File: config.mk
export PLATFORM = sky130hd
export DESIGN_NAME = flash_host
export DESIGN_NICKNAME = d
export VERILOG_FILES = /design/src/flash_host.v /design/src/flash_strobe.v
export VERILOG_INCLUDE_DIRS = /design/src
export SDC_FILE = /design/constraint.sdc
export NUM_CORES = 1
export LEC_CHECK = 0
export BUFFER_PORTS_ARGS = -buffer_cell sky130_fd_sc_hd__buf_2
export CAP_MARGIN = 10
export CORE_MARGIN = 2
export CORE_UTILIZATION = 40
export DETAILED_ROUTE_END_ITERATION = 8
export PLACE_DENSITY = 0.64
export SYNTH_ARGS = -nofsm -noshare
export SYNTH_HDL_FRONTEND = slang
export SYNTH_SLANG_ARGS = --single-unit
export TNS_END_PERCENT = 100
File: constraint.sdc
create_clock -name i_clock -period 5.15 [get_ports i_clock]
set_input_delay 1.03 -clock i_clock [delete_from_list [all_inputs] [get_ports i_clock]]
set_output_delay 1.03 -clock i_clock [all_outputs]
set_load 0.02 [all_outputs]
File: src/flash_host_map.vh
// Constants for the sector flash host controller.
// Contract
// Device holds 65,536 bytes, read with select and gate low, strobe high.
// Device drives the addressed byte only while read conditions hold.
// Device floats data pins when select or gate is high.
// Host loads a byte by pulsing strobe low, select low, gate high.
// Device latches address at the later falling edge of select/strobe.
// Device latches data at the earlier rising edge of select/strobe.
// Host loads all 128 bytes of a sector before programming starts.
// Unloaded sector bytes read as all ones after programming.
// Host starts each next load within 150 us of the previous rising edge.
// Device starts programming when no load follows within the timeout.
// Host holds the sector number on the upper nine address lines.
// Lowest seven address lines pick the byte within the sector.
// Device accepts sector bytes in any order.
// Device latches data, erases, programs on its own timer, bus free.
// Device finishes a sector cycle within the nominal program time.
// Completion shown on top data bit; host waits for it.
// Polling the last byte returns inverted top bit until done.
// Bit six toggles on each read while busy.
// Write protection starts disabled.
// Three command writes enter the protected state.
// When protected, every program cycle needs the three-command prefix.
// Command writes use the same strobe timing and timeout as loads.
// Protection persists and is cleared only by the disable sequence.
// Unprefixed write while protected runs the timer, changes nothing.
// Reads act as polling for the write cycle after a rejected write.
// Command addresses and data are implementation parameters.
`ifndef FLASH_HOST_MAP_VH
`define FLASH_HOST_MAP_VH

`define CLK_PERIOD_NS 5
`define LOAD_GAP_US 150
// Longest gap between a rising strobe and the next fall: 150 us in clock cycles.
`define LOAD_GAP_CYC ((`LOAD_GAP_US * 1000) / `CLK_PERIOD_NS)
`define GAP_MARGIN_CYC 16'h0100
`define PROG_TIME_MS 10
`define PROG_TIME_CYC ((`PROG_TIME_MS * 1000000) / `CLK_PERIOD_NS)
`define PHASE_CYC 8'h06
`define SECTOR_BYTES 8'h80
`define SECTOR_LSB 7
`define BYTE_W 7
`define POLL_BIT 7
`define TOGGLE_BIT 6
`define PROT_ADDR0 16'h1111
`define PROT_ADDR1 16'h2222
`define PROT_DATA_EN0 8'h11
`define PROT_DATA_EN1 8'h22
`define PROT_DATA_EN2 8'h33
`define PROT_DATA_DIS2 8'h44
`define CMD_READ 2'h0
`define CMD_PROG 2'h1
`define CMD_ENABLE 2'h2
`define CMD_DISABLE 2'h3

`endif

File: src/flash_host.v
// Host controller that reads and sector-programs the parallel flash.
`timescale 1ns/1ps
`include "flash_host_map.vh"
module flash_host
#(
  parameter PROG_CYC = `PROG_TIME_CYC,
  parameter GAP_CYC = `LOAD_GAP_CYC
)
(
  input wire i_clock,
  input wire i_reset,
  input wire i_req,
  input wire [1:0] i_cmd,
  input wire [15:0] i_addr,
  input wire i_protect,
  input wire [7:0] i_wdata,
  input wire i_wvalid,
  input wire [7:0] i_data_pins,
  output reg o_busy,
  output reg o_wready,
  output reg [7:0] o_rdata,
  output reg o_rvalid,
  output reg o_timeout,
  output wire o_ce_n,
  output wire o_oe_n,
  output wire o_we_n,
  output wire [15:0] o_addr_lines,
  output wire [7:0] o_data_pins,
  output wire o_data_pins_oe
);

localparam H_IDLE = 8'h01;
localparam H_READ = 8'h02;
localparam H_PREFIX = 8'h04;
localparam H_LOAD = 8'h08;
localparam H_GAP = 8'h10;
localparam H_SETTLE = 8'h20;
localparam H_POLL = 8'h40;
localparam H_RDWAIT = 8'h80;

reg [7:0] state_q;
reg [1:0] cmd_q;
reg [15:0] base_q;
reg [7:0] last_q;
reg [6:0] last_off_q;
reg [7:0] nbytes_q;
reg [1:0] pfx_q;
reg [31:0] tmr_q;
reg st_start;
reg st_write;
reg [15:0] st_addr;
reg [7:0] st_wdata;
wire [7:0] st_rdata;
wire st_done;
reg [23:0] pfx_word;

// Fixed address and data of each command-prefix write.
function [23:0] prefix_word;
  input [1:0] idx;
  input dis;
  begin
    case (idx)
      2'h0: prefix_word = {`PROT_ADDR0, `PROT_DATA_EN0};
      2'h1: prefix_word = {`PROT_ADDR1, `PROT_DATA_EN1};
      default: prefix_word = {`PROT_ADDR0,
        (dis ? `PROT_DATA_DIS2 : `PROT_DATA_EN2)};
    endcase
  end
endfunction

always @*
  pfx_word = prefix_word(pfx_q, cmd_q == `CMD_DISABLE);

flash_strobe u_strobe
(
  .i_clock(i_clock),
  .i_reset(i_reset),
  .i_start(st_start),
  .i_write(st_write),
  .i_addr(st_addr),
  .i_wdata(st_wdata),
  .i_data_pins(i_data_pins),
  .o_ce_n(o_ce_n),
  .o_oe_n(o_oe_n),
  .o_we_n(o_we_n),
  .o_addr_lines(o_addr_lines),
  .o_data_pins(o_data_pins),
  .o_data_pins_oe(o_data_pins_oe),
  .o_rdata(st_rdata),
  .o_done(st_done)
);

////////////////////////////////////////////////////////////////////////////////
// Every command write leaves a short fixed gap and each byte load at least one
// cycle more, far below the device timeout; a slow byte source ends the sector
// early, so the user must keep bytes flowing.
always @(posedge i_clock or posedge i_reset)
begin
  if (i_reset)
  begin
    state_q <= H_IDLE;
    cmd_q <= `CMD_READ;
    base_q <= 16'h0000;
    last_q <= 8'h00;
    last_off_q <= 7'h00;
    nbytes_q <= 8'h00;
    pfx_q <= 2'h0;
    tmr_q <= 32'h00000000;
    st_start <= 1'b0;
    st_write <= 1'b0;
    st_addr <= 16'h0000;
    st_wdata <= 8'h00;
    o_busy <= 1'b0;
    o_wready <= 1'b0;
    o_rdata <= 8'h00;
    o_rvalid <= 1'b0;
    o_timeout <= 1'b0;
  end
  else
  begin
    st_start <= 1'b0;
    o_rvalid <= 1'b0;
    o_wready <= 1'b0;
    case (state_q)
      H_IDLE:
      begin
        o_busy <= 1'b0;
        if (i_req)
        begin
          o_busy <= 1'b1;
          o_timeout <= 1'b0;
          cmd_q <= i_cmd;
          base_q <= {i_addr[15:`SECTOR_LSB], 7'h00};
          pfx_q <= 2'h0;
          nbytes_q <= 8'h00;
          if (i_cmd == `CMD_READ)
          begin
            st_start <= 1'b1;
            st_write <= 1'b0;
            st_addr <= i_addr;
            state_q <= H_READ;
          end
          else if (i_cmd == `CMD_PROG && !i_protect)
            state_q <= H_LOAD;
          else
            state_q <= H_PREFIX;
        end
      end
      H_READ:
      begin
        if (st_done)
        begin
          o_rdata <= st_rdata;
          o_rvalid <= 1'b1;
          o_busy <= 1'b0;
          state_q <= H_IDLE;
        end
      end
      H_PREFIX:
      begin
        // Command writes run through the same strobe engine as loads.
        if (!st_start && pfx_q != 2'h3)
        begin
          st_start <= 1'b1;
          st_write <= 1'b1;
          st_addr <= pfx_word[23:8];
          st_wdata <= pfx_word[7:0];
          pfx_q <= 2'h3;
          nbytes_q <= {6'h00, pfx_q};
          state_q <= H_GAP;
        end
      end
      H_LOAD:
      begin
        o_wready <= 1'b1;
        if (i_wvalid && o_wready)
        begin
          o_wready <= 1'b0;
          st_start <= 1'b1;
          st_write <= 1'b1;
          st_addr <= base_q | {9'h000, nbytes_q[6:0]};
          st_wdata <= i_wdata;
          last_q <= i_wdata;
          last_off_q <= nbytes_q[6:0];
          nbytes_q <= nbytes_q + 8'h01;
          state_q <= H_GAP;
        end
      end
      H_GAP:
      begin
        if (st_done)
        begin
          tmr_q <= 32'h00000000;
          if (pfx_q == 2'h3 && nbytes_q[1:0] != 2'h2)
          begin
            // More command writes of the prefix are still to go.
            pfx_q <= nbytes_q[1:0] + 2'h1;
            state_q <= H_PREFIX;
          end
          else if (pfx_q == 2'h3 && cmd_q != `CMD_PROG)
            state_q <= H_SETTLE;
          else if (pfx_q == 2'h3)
          begin
            // Prefix complete; the sector loads must follow inside the gap.
            pfx_q <= 2'h0;
            nbytes_q <= 8'h00;
            state_q <= H_LOAD;
          end
          else if (nbytes_q == `SECTOR_BYTES)
            state_q <= H_SETTLE;
          else
            state_q <= H_LOAD;
        end
      end
      H_SETTLE:
      begin
        // Idle past the timeout so the device closes the window.
        tmr_q <= tmr_q + 32'h1;
        if (tmr_q == GAP_CYC + {16'h0000, `GAP_MARGIN_CYC})
        begin
          tmr_q <= 32'h00000000;
          state_q <= H_POLL;
        end
      end
      H_POLL:
      begin
        // Poll the last byte; top bit equal to the loaded byte's top bit means the cycle is over.
        st_start <= 1'b1;
        st_write <= 1'b0;
        st_addr <= base_q | {9'h000, last_off_q};
        state_q <= H_RDWAIT;
      end
      H_RDWAIT:
      begin
        tmr_q <= tmr_q + 32'h1;
        if (st_done)
        begin
          if (cmd_q != `CMD_PROG
            || st_rdata[`POLL_BIT] == last_q[`POLL_BIT])
          begin
            o_busy <= 1'b0;
            state_q <= H_IDLE;
          end
          else if (tmr_q > PROG_CYC)
          begin
            o_timeout <= 1'b1;
            o_busy <= 1'b0;
            state_q <= H_IDLE;
          end
          else
            state_q <= H_POLL;
        end
      end
      default:
        state_q <= H_IDLE;
    endcase
  end
end

endmodule // flash_host

File: src/flash_strobe.v
// One host bus cycle on the flash pins: read or byte load.
`timescale 1ns/1ps
`include "flash_host_map.vh"
module flash_strobe
(
  input wire i_clock,
  input wire i_reset,
  input wire i_start,
  input wire i_write,
  input wire [15:0] i_addr,
  input wire [7:0] i_wdata,
  input wire [7:0] i_data_pins,
  output reg o_ce_n,
  output reg o_oe_n,
  output reg o_we_n,
  output reg [15:0] o_addr_lines,
  output reg [7:0] o_data_pins,
  output reg o_data_pins_oe,
  output reg [7:0] o_rdata,
  output reg o_done
);

localparam S_IDLE = 3'b001;
localparam S_SETUP = 3'b010;
localparam S_PULSE = 3'b100;

reg [2:0] state_q;
reg [7:0] cnt_q;
reg wr_q;

////////////////////////////////////////////////////////////////////////////////
// Select is held low across the cycle so the strobe edges define the load.
always @(posedge i_clock or posedge i_reset)
begin
  if (i_reset)
  begin
    state_q <= S_IDLE;
    cnt_q <= 8'h00;
    wr_q <= 1'b0;
    o_ce_n <= 1'b1;
    o_oe_n <= 1'b1;
    o_we_n <= 1'b1;
    o_addr_lines <= 16'h0000;
    o_data_pins <= 8'h00;
    o_data_pins_oe <= 1'b0;
    o_rdata <= 8'h00;
    o_done <= 1'b0;
  end
  else
  begin
    o_done <= 1'b0;
    case (state_q)
      S_IDLE:
      begin
        if (i_start)
        begin
          wr_q <= i_write;
          o_addr_lines <= i_addr;
          o_data_pins <= i_wdata;
          o_ce_n <= 1'b0;
          cnt_q <= `PHASE_CYC;
          state_q <= S_SETUP;
        end
      end
      S_SETUP:
      begin
        cnt_q <= `PHASE_CYC;
        state_q <= S_PULSE;
        if (wr_q)
        begin
          o_oe_n <= 1'b1;
          o_we_n <= 1'b0;
          o_data_pins_oe <= 1'b1;
        end
        else
        begin
          o_oe_n <= 1'b0;
        end
      end
      S_PULSE:
      begin
        if (cnt_q == 8'h00)
        begin
          if (!wr_q)
            o_rdata <= i_data_pins;
          o_we_n <= 1'b1;
          o_oe_n <= 1'b1;
          o_ce_n <= 1'b1;
          o_done <= 1'b1;
          state_q <= S_IDLE;
        end
        else
          cnt_q <= cnt_q - 8'h01;
      end
      default:
        state_q <= S_IDLE;
    endcase
    // Data is released only after the strobe rose, so the device latches it.
    if (state_q == S_IDLE && !i_start)
      o_data_pins_oe <= 1'b0;
  end
end

endmodule // flash_strobe

==> flow_metrics.env, run 1 <==
export IMPL_vias_per_cell=5.425
export IMPL_gr_total_overflow=0
export IMPL_coreArea_um2=18520
export IMPL_cts_hold_fix_buffers=0
export IMPL_synthToLayoutAreaGrowth_pct=15.95
export IMPL_crit_fanout=20
export IMPL_final_nets=840
export IMPL_wl_met3_um=473
export IMPL_die_area_um2=19840
export IMPL_crit_path_end="tmr_q[21]"
export IMPL_track_usage=0.1752
export IMPL_min_path_type="reg -> reg"
export IMPL_final_max_slew_violation_count=0
export IMPL_cts_resized_gates=0
export IMPL_synth_seq_area_share=0.5219
export IMPL_rsz0062_at_grt="no"
export IMPL_routed_top_layer="met4"
export IMPL_crit_path_start_kind="flop"
export IMPL_clock_path_buffers=2
export IMPL_fin_crit_ns=2.889
export IMPL_leakagePower_nw=4.021
export IMPL_crit_required_ns=5.47
export IMPL_cp_arrival_ns=3.21
export IMPL_cts_tree="built"
export IMPL_crit_start="tmr_q[0]"
export IMPL_port_buffers=78
export IMPL_drive_gt1_frac=0.2305
export IMPL_netlist_top_cells_area="dfrtp_1, mux2_2, nand2_1"
export IMPL_antenna_cells=0
export IMPL_cts_htree_levels=4
export IMPL_syn_area_um2=7492
export IMPL_synthCells=731
export IMPL_antenna_found_initial=0
export IMPL_num_vias=5647
export IMPL_clock_latency_ns=0.43
export IMPL_end_kind="flop"
export IMPL_layout_common_cells="dfrtp_1, buf_2, nand2_1"
export IMPL_postCtsSetupRepairBufs=0
export IMPL_rows=50
export IMPL_initial_core_util=0.4046
export IMPL_dp_hpwl_um=11460
export IMPL_syn_area_per_cell_um2=10.25
export IMPL_postLayoutCellArea_um2=8687
export IMPL_layout_commonest_cell="dfrtp_1"
export IMPL_worst_pin_slew_ns=0.8827
export IMPL_reg2regPathDepth=9
export IMPL_setup_viol=0
export IMPL_finalCritPeriodShare=0.5609
export IMPL_power_density_nw_per_um2=496.4
export IMPL_worst_r2r_endpoint="tmr_q[21]"
export IMPL_drt_wl_total_um=16850
export IMPL_fin_skew_ns=0.007659
export IMPL_die_x_um=140.9
export IMPL_critPathKind="reg -> reg"
export IMPL_drt_pre_antenna_iters=5
export IMPL_grt_pass1_wl_um=27900
export IMPL_cts_root_buf="clkbuf_16"
export IMPL_ios=79
export IMPL_maxCapViolations=0
export IMPL_wire_per_inst_um=16.18
export IMPL_ir_worst_vdd_mv=0.2627
export IMPL_postPlaceCellArea_um2=8038
export IMPL_netlist_area_leader_share=0.5043
export IMPL_initialDrtViolationCount=373
export IMPL_cts_made_buffers=17
export IMPL_hold_viol_final=0
export IMPL_fillers=1750
export IMPL_status="finished clean"
export IMPL_syn_nets=777
export IMPL_ys_async_sr_fraction=1.000
export IMPL_relSlewSlack=0.4103
export IMPL_multi_input_area_um2=3301
export IMPL_synth_main_ff_cell="dfrtp_1"
export IMPL_synth_cell_types=65
export IMPL_yosys_area_top_type="dfrtp_1"
export IMPL_grt_pass1_vias=5423
export IMPL_ant_nets=0
export IMPL_dr_wl_met2_um=8138
export IMPL_r2r_slack_ns=2.26
export IMPL_routabilityCongestion=0.8669
export IMPL_cts_num_sinks=156
export IMPL_clock_fmax_mhz=346.2
export IMPL_grt_start_max_net_pins=117
export IMPL_wl_met1_um=7946
export IMPL_ff_latch_area_um2=3910
export IMPL_fin_tns_setup_ns=0
export IMPL_clkTransAtPathRegs_ns=0.07
export IMPL_synth_edf_count=0
export IMPL_drc=0
export IMPL_r2r_start="tmr_q[0]"
export IMPL_die_y_um=140.9
export IMPL_synth_seq_cells=156
export IMPL_ys_warn_count=0
[where the power goes]
group / switching, mW / internal [mW] / total [mW]
logic: 0.740 / 0.501 / 1.24
clock network: 0.540 / 0.820 / 1.36
registers: 0.189 / 1.52 / 1.71
total: 1.47 / 2.84 / 4.31
[worst max-delay path: stages, from the launching register on]
cell,delay [ns]
dfrtp_1,0.43
inv_1,0.08
ha_1,0.13
or4b_1,0.42
nor4_1,0.38
a31oi_1,0.26
or2_1,0.49
buf_8,0.26
a21o_1,0.16
a21o_1,0.17
[kinds of logic after synthesis]
| logic type | share of synthesized area |
|---|---|
| flops | 0.5219 |
| xor+xnor | 0.01169 |
| fa+ha+maj | 0.01169 |
| simple gates | 0.1819 |
| mux | 0.08083 |
| compound gates | 0.1533 |
| buf+inv | 0.03874 |
[through the flow]
step / hold WS, ns / worst slack [ns] / std cells / util / total power, mW
floorplan: 0.4394 / 2.151 / 731 / - / 2.636
global placement: 0.4516 / 2.155 / 1008 / 0.4341 / 2.955
detailed placement: 0.4633 / 2.113 / 1008 / 0.4341 / 2.982
CTS: 0.4780 / 2.093 / 1040 / 0.4683 / 4.351
global route: 0.4872 / 1.936 / 1041 / 0.4691 / 4.587
finish: 0.4737 / 2.261 / 1041 / 0.4691 / 4.312
[cell type report]
cell class / count / share of cell area
clock buffer: 17 / 0.04897
clock inverter: 15 / 0.02405
inverter: 24 / 0.01080
multi-input combinational: 511 / 0.3800
sequential: 156 / 0.4501
tap: 234 / 0.03370
timing repair buffer: 84 / 0.05243
[worst min path at each step]
stage | from | to | slack, ns | cells past startpoint
after floorplan | last_off_q[2] | last_off_q[2] | 0.44 | 2
after global placement | last_off_q[5] | last_off_q[5] | 0.45 | 2
after detailed placement | st_addr[1] | st_addr[1] | 0.46 | 1
after CTS | st_addr[1] | st_addr[1] | 0.48 | 1
after global routing | st_addr[14] | st_addr[14] | 0.49 | 2
final | st_addr[2] | st_addr[2] | 0.47 | 2
[flip-flops by register name, summed over array words and instances, names as in the netlist, 7 cells and up]
| signal | cells |
|---|---|
| tmr_q | 32 |
| st_addr | 16 |
| u_strobe.o_addr_lines | 16 |
| base_q | 9 |
| nbytes_q | 8 |
| o_rdata | 8 |
| st_wdata | 8 |
| state_q | 8 |
| u_strobe.cnt_q | 8 |
| u_strobe.o_data_pins | 8 |
| u_strobe.o_rdata | 8 |
| last_off_q | 7 |
[layer usage]
metal  GRT usage  vias up
met2      0.2875      108
met1      0.2355     2729
met4     0.06316        0
met3     0.02955       23
li1            -     2787
met5           0        -
[cell usage after synthesis, types with 3 or more instances]
cell type,n
xnor2_1,7
a21o_1,12
a41oi_1,5
nand3_1,21
mux2_2,52
inv_1,24
nor3b_1,3
nor4_1,12
a31oi_1,22
and3_1,14
nor2b_1,8
dfrtp_1,151
nor2_1,51
nand2b_1,8
and2_1,4
a22o_1,3
or3_1,6
or4_1,3
o31ai_1,5
nand4b_1,7
or2_2,4
dfstp_2,5
and4_1,6
a221oi_1,8
nand3b_1,3
nand4_1,7
clkbuf_1,23
o31a_1,3
o21a_1,4
a22oi_1,8
buf_2,10
ha_1,7
a21oi_1,46
o211ai_1,3
o21ai_0,43
buf_6,3
a221o_1,3
nand2_1,73
nor3_1,21
xor2_1,3
No activity file was read; power rests on OpenSTA's default activity.
==> inputs of run 2 (changes only) <==
--- a/config.mk
+++ b/config.mk
@@ -11,7 +11,7 @@
 export CORE_MARGIN = 2
 export CORE_UTILIZATION = 40
 export DETAILED_ROUTE_END_ITERATION = 8
-export PLACE_DENSITY = 0.64
+export PLACE_DENSITY = 0.62
 export SYNTH_ARGS = -nofsm -noshare
 export SYNTH_HDL_FRONTEND = slang
 export SYNTH_SLANG_ARGS = --single-unit
==> constraint.sdc (replaced) <==
create_clock -name i_clock -period 3 [get_ports i_clock]
set_input_delay 0.6 -clock i_clock [delete_from_list [all_inputs] [get_ports i_clock]]
set_output_delay 0.6 -clock i_clock [all_outputs]
set_load 0.02 [all_outputs]
==> flow_metrics.env, run 2 (same netlist as run 1, synthesis figures left out) <==
export IMPL_fin_util=0.4723
export IMPL_crit_fanout=35
export IMPL_postPlaceCellArea_um2=8173
export IMPL_layout_common_cells="dfrtp_1, buf_2, nand2_1"
export IMPL_postCtsSetupRepairBufs=0
export IMPL_ff_latch_area_um2=3910
export IMPL_track_usage=0.1748
export IMPL_leakagePower_nw=4.071
export IMPL_multi_input_area_um2=3301
export IMPL_die_area_um2=19840
export IMPL_die_x_um=140.9
export IMPL_ir_worst_vdd_mv=0.4268
export IMPL_worst_pin_slew_ns=0.7948
export IMPL_die_y_um=140.9
export IMPL_routabilityCongestion=0.8010
export IMPL_fin_skew_ns=0.01188
export IMPL_cts_hold_fix_buffers=0
export IMPL_cts_made_buffers=17
export IMPL_hold_viol_final=0
export IMPL_regMostFlops="tmr_q"
export IMPL_gr_total_overflow=0
export IMPL_initial_core_util=0.4046
export IMPL_final_max_slew_violation_count=0
export IMPL_dp_hpwl_um=11640
export IMPL_drc=0
export IMPL_grt_pass1_wl_um=27790
export IMPL_rows=50
export IMPL_fin_crit_ns=2.585
export IMPL_initialDrtViolationCount=328
export IMPL_setup_viol=0
export IMPL_antenna_cells=0
export IMPL_crit_start="tmr_q[0]"
export IMPL_min_path_type="in -> async"
export IMPL_clkTransAtPathRegs_ns=0.07
export IMPL_ant_nets=0
export IMPL_cts_root_buf="clkbuf_16"
export IMPL_grt_start_max_net_pins=97
export IMPL_clock_fmax_mhz=386.9
export IMPL_clock_path_buffers=2
export IMPL_port_buffers=78
export IMPL_fin_tns_setup_ns=0
export IMPL_drt_wl_total_um=16690
export IMPL_cts_htree_levels=4
export IMPL_maxCapViolations=0
export IMPL_clock_latency_ns=0.43
export IMPL_crit_required_ns=3.32
export IMPL_biggestRegsByFlops="tmr_q: 32 flops, st_addr: 16 flops, u_strobe.o_addr_lines: 16 flops"
export IMPL_vias_per_cell=5.409
export IMPL_relSlewSlack=0.4702
export IMPL_crit_path_start_kind="flop"
export IMPL_final_nets=857
export IMPL_postLayoutCellArea_um2=8746
export IMPL_fillers=1786
export IMPL_wire_per_inst_um=15.78
export IMPL_num_vias=5723
export IMPL_drive_gt1_frac=0.2464
export IMPL_power_density_nw_per_um2=831.7
export IMPL_critPathKind="reg -> reg"
export IMPL_r2r_start="tmr_q[0]"
export IMPL_cts_tree="built"
export IMPL_layout_commonest_cell="dfrtp_1"
export IMPL_cp_arrival_ns=2.90
export IMPL_status="finished clean"
export IMPL_cts_num_sinks=156
export IMPL_grt_pass1_vias=5517
export IMPL_dpl_cell_count=1026
export IMPL_cts_resized_gates=0
export IMPL_drt_pre_antenna_iters=4
export IMPL_largest_reg_flops=32
export IMPL_ios=79
export IMPL_synthToLayoutAreaGrowth_pct=16.73
export IMPL_finalCritPeriodShare=0.8616
export IMPL_final_cells=1058
export IMPL_antenna_found_initial=0
export IMPL_coreArea_um2=18520
export IMPL_end_kind="flop"
export IMPL_rsz0062_at_grt="no"
## run 2: metal layers
layer  vias up  track usage  wire (um)
met1      2783       0.2384       7901
met5         -            0          0
met2        94       0.2793       7918
li1       2827            -          -
met4         0      0.05368        249
met3        19      0.04008        624
## run 2: worst paths after layout
check / end / slack (ns) / depth (start not counted)
worst min register to register: last_off_q[3] / 0.47 / 2
max in group asynchronous: u_strobe.o_rdata[2] / 2.00 / 3
min in group i_clock: st_wdata[3] / 0.40 / 2
worst max-delay path: tmr_q[19] / 0.42 / 9
worst max register to register: tmr_q[19] / 0.42 / 9
worst min-delay path: base_q[10] / 0.32 / 3
## run 2: final cells by class
type,count,area share
multi-input combinational,511,0.3774
inverter,24,0.01073
clock inverter,14,0.01531
tap,234,0.03348
clock buffer,18,0.05021
sequential,156,0.4471
timing repair buffer,101,0.06581
## run 2: metrics by stage
stage / hold slack [ns] / setup WS (ns) / total power, mW
final: 0.3210 / 0.4152 / 7.274
after global routing: 0.3643 / 0.2372 / 7.742
after detailed placement: 0.4573 / 0.4389 / 5.242
after global placement: 0.4507 / 0.5008 / 5.199
after CTS: 0.3451 / 0.4202 / 7.352
after floorplan: 0.4394 / 0.4312 / 4.525
## run 2: where the power goes
part / leakage, nW / total (mW) / switching (mW) / internal (mW)
clock: 0.272 / 2.09 / 0.908 / 1.18
sequential: 2.03 / 2.94 / 0.330 / 2.61
combinational: 1.76 / 2.25 / 1.29 / 0.953
## run 2: worst max-delay path, stage by stage (launching register included)
cell     delay, ns
dfrtp_1       0.44
inv_1         0.08
ha_1          0.13
or4b_1        0.42
nor4_1        0.29
a31oi_1       0.24
or2_1         0.26
buf_4         0.25
a21o_1        0.20
a21o_1        0.16
==> inputs of run 3 (changes only) <==
--- a/config.mk
+++ b/config.mk
@@ -11,8 +11,10 @@
 export CORE_MARGIN = 2
 export CORE_UTILIZATION = 40
 export DETAILED_ROUTE_END_ITERATION = 8
+export MAX_ROUTING_LAYER = met4
 export PLACE_DENSITY = 0.62
 export SYNTH_ARGS = -nofsm -noshare
 export SYNTH_HDL_FRONTEND = slang
+export SYNTH_HIERARCHICAL = 1
 export SYNTH_SLANG_ARGS = --single-unit
 export TNS_END_PERCENT = 100
==> flow_metrics.env, run 3 <==
export IMPL_status="finished clean"
export IMPL_drive_gt1_frac=0.2336
export IMPL_antenna_found_initial=0
export IMPL_postCtsSetupRepairBufs=0
export IMPL_ys_async_sr_fraction=1.000
export IMPL_rsz0062_at_grt="no"
export IMPL_layout_common_cells="dfrtp_1, nand2_1, buf_2"
export IMPL_grt_pass1_vias=5944
export IMPL_initialDrtViolationCount=426
export IMPL_crit_required_ns=3.30
export IMPL_largest_reg_flops=32
export IMPL_gr_total_overflow=0
export IMPL_num_vias=6198
export IMPL_fin_crit_ns=2.446
export IMPL_vias_per_cell=5.466
export IMPL_coreArea_um2=19460
export IMPL_holdWs_ns=0.3174
export IMPL_worst_pin_slew_ns=0.9857
export IMPL_final_max_slew_violation_count=0
export IMPL_routabilityCongestion=0.8635
export IMPL_cts_root_buf="clkbuf_16"
export IMPL_end_kind="flop"
export IMPL_die_y_um=144.8
export IMPL_crit_path_start_kind="flop"
export IMPL_syn_area_per_cell_um2=10.11
export IMPL_setup_viol=0
export IMPL_min_path_type="in -> async"
export IMPL_leakagePower_nw=4.333
export IMPL_syn_nets=830
export IMPL_slowest_delay_ns=0.62
export IMPL_die_x_um=144.8
export IMPL_initial_core_util=0.4073
export IMPL_clkTransAtPathRegs_ns=0.07
export IMPL_regMostFlops="tmr_q"
export IMPL_synth_seq_area_share=0.4933
export IMPL_synth_main_ff_cell="dfrtp_1"
export IMPL_ios=79
export IMPL_fin_skew_ns=0.01014
export IMPL_die_area_um2=20960
export IMPL_synth_cell_types=83
export IMPL_layout_commonest_cell="dfrtp_1"
export IMPL_synthToLayoutAreaGrowth_pct=15.72
export IMPL_synthCells=784
export IMPL_netlist_top_cells_area="dfrtp_1, nand2_1, mux2_2"
export IMPL_ys_top_cells_by_count="dfrtp_1, nand2_1, a21oi_1, mux2_2, nand3_1"
export IMPL_clock_latency_ns=0.43
export IMPL_final_nets=902
export IMPL_relSlewSlack=0.3419
export IMPL_cts_tree="built"
export IMPL_synth_seq_cells=156
export IMPL_port_buffers=78
export IMPL_antenna_cells=0
export IMPL_ant_nets=0
export IMPL_path_cells="or4b_4, or3_4, o2111ai_2, buf_4, o21ai_0"
export IMPL_ys_warn_count=6
export IMPL_wire_per_inst_um=16.38
export IMPL_synth_edf_count=0
export IMPL_clock_path_buffers=2
export IMPL_power_density_nw_per_um2=797.8
export IMPL_crit_slowest_cell="or4b_4"
export IMPL_hold_viol_final=0
export IMPL_cts_hold_fix_buffers=0
export IMPL_cts_resized_gates=0
export IMPL_cp_arrival_ns=2.75
export IMPL_cts_htree_levels=4
export IMPL_clock_fmax_mhz=408.8
export IMPL_finalCritPeriodShare=0.8155
export IMPL_grt_pass1_wl_um=30630
export IMPL_track_usage=0.1921
export IMPL_grt_start_max_net_pins=50
export IMPL_fin_tns_setup_ns=0
export IMPL_netlist_area_leader_share=0.4767
export IMPL_crit_fanout=19
export IMPL_biggestRegsByFlops="tmr_q: 32 flops, st_addr: 16 flops, u_strobe/o_addr_lines: 16 flops"
export IMPL_dp_hpwl_um=13390
export IMPL_cts_made_buffers=17
export IMPL_drt_pre_antenna_iters=5
export IMPL_drc=0
export IMPL_maxCapViolations=0
export IMPL_rows=51
export IMPL_critPathKind="reg -> reg"
export IMPL_ir_worst_vdd_mv=0.4449
export IMPL_syn_area_um2=7926
export IMPL_yosys_area_top_type="dfrtp_1"
export IMPL_drt_wl_total_um=18570
export IMPL_synth_most_common_cell="dfrtp_1"
export IMPL_cts_num_sinks=156
[run 3: changes by cell type after synthesis, sizes merged, moves of 11 or more]
cell / change
mux2: -15
or4: +12
o21ai: -11
nor2: -27
nand3: +13
nand4: +12
nand2: +57
[run 3: per-layer routing]
| metal | global-route usage | share of wire |
|---|---|---|
| met1 | 0.2541 | 0.47 |
| met2 | 0.3006 | 0.48 |
| met3 | 0.03718 | 0.037 |
| met4 | 0.05825 | 0.016 |
| met5 | - | 0 |
[run 3: cell families (layout without fill, tap and decap cells)]
family                     after synthesis  in the layout  share of synthesized area
and+or+nand+nor                        331            331                     0.2349
AOI/OAI and AO/OA                      171            171                     0.1508
DFF                                    156            156                     0.4933
buffers and inverters                   65            150                    0.03741
muxes                                   45             45                    0.06267
xor gates and xnor gates                 9              9                   0.009944
adders and majority gates                7              7                    0.01105
[run 3: critical path: cells and delay by family, from the launching register on]
kind	cells	cell delay (ns)
simple gates	2	1.05
compound gates	2	0.41
flops	1	0.52
buf+inv	1	0.33
[run 3: final cells by class]
type / instances / area [um2]
Inverter: 20 / 78.83
Multi-Input combinational cell: 563 / 3725
Clock inverter: 13 / 118.9
Sequential cell: 156 / 3910
Tap cell: 265 / 331.6
Fill cell: 1842 / 10290
Clock buffer: 19 / 442.9
Timing Repair Buffer: 98 / 565.5
[run 3: stage by stage]
step / worst slack, ns / area [um2] / utilization / cells / power, mW
3_5_place_dp: 0.5664 / 8611 / 0.4424 / 1102 / 5.297
6_report: 0.5536 / 9173 / 0.4713 / 1134 / 7.318
2_1_floorplan: 0.7925 / 7930 / - / 784 / 4.662
3_3_place_gp: 0.6171 / 8611 / 0.4424 / 1102 / 5.251
4_1_cts: 0.5683 / 9173 / 0.4713 / 1134 / 7.392
5_1_grt: 0.4135 / 9173 / 0.4713 / 1134 / 7.791
[run 3: final timing paths]
| kind | from | to | slack, ns | depth (start not counted) |
|---|---|---|---|---|
| hold reg to reg | st_addr[7] | u_strobe/o_addr_lines[7] | 0.47 | 2 |
| setup / recovery | state_q[6] | st_addr[15] | 0.55 | 5 |
| min in group i_clock | i_wdata[3] | st_wdata[3] | 0.39 | 2 |
| setup reg to reg | state_q[6] | st_addr[15] | 0.55 | 5 |
| hold / removal | i_reset | o_rdata[4] | 0.32 | 2 |
| max in group asynchronous | i_reset | state_q[0] | 1.93 | 3 |
[run 3: where the power goes]
part           total, mW  internal [mW]  switching, mW
sequential          2.90           2.56          0.343
clock               2.06           1.11          0.944
combinational       2.36          0.964           1.39
total               7.32           4.64           2.68
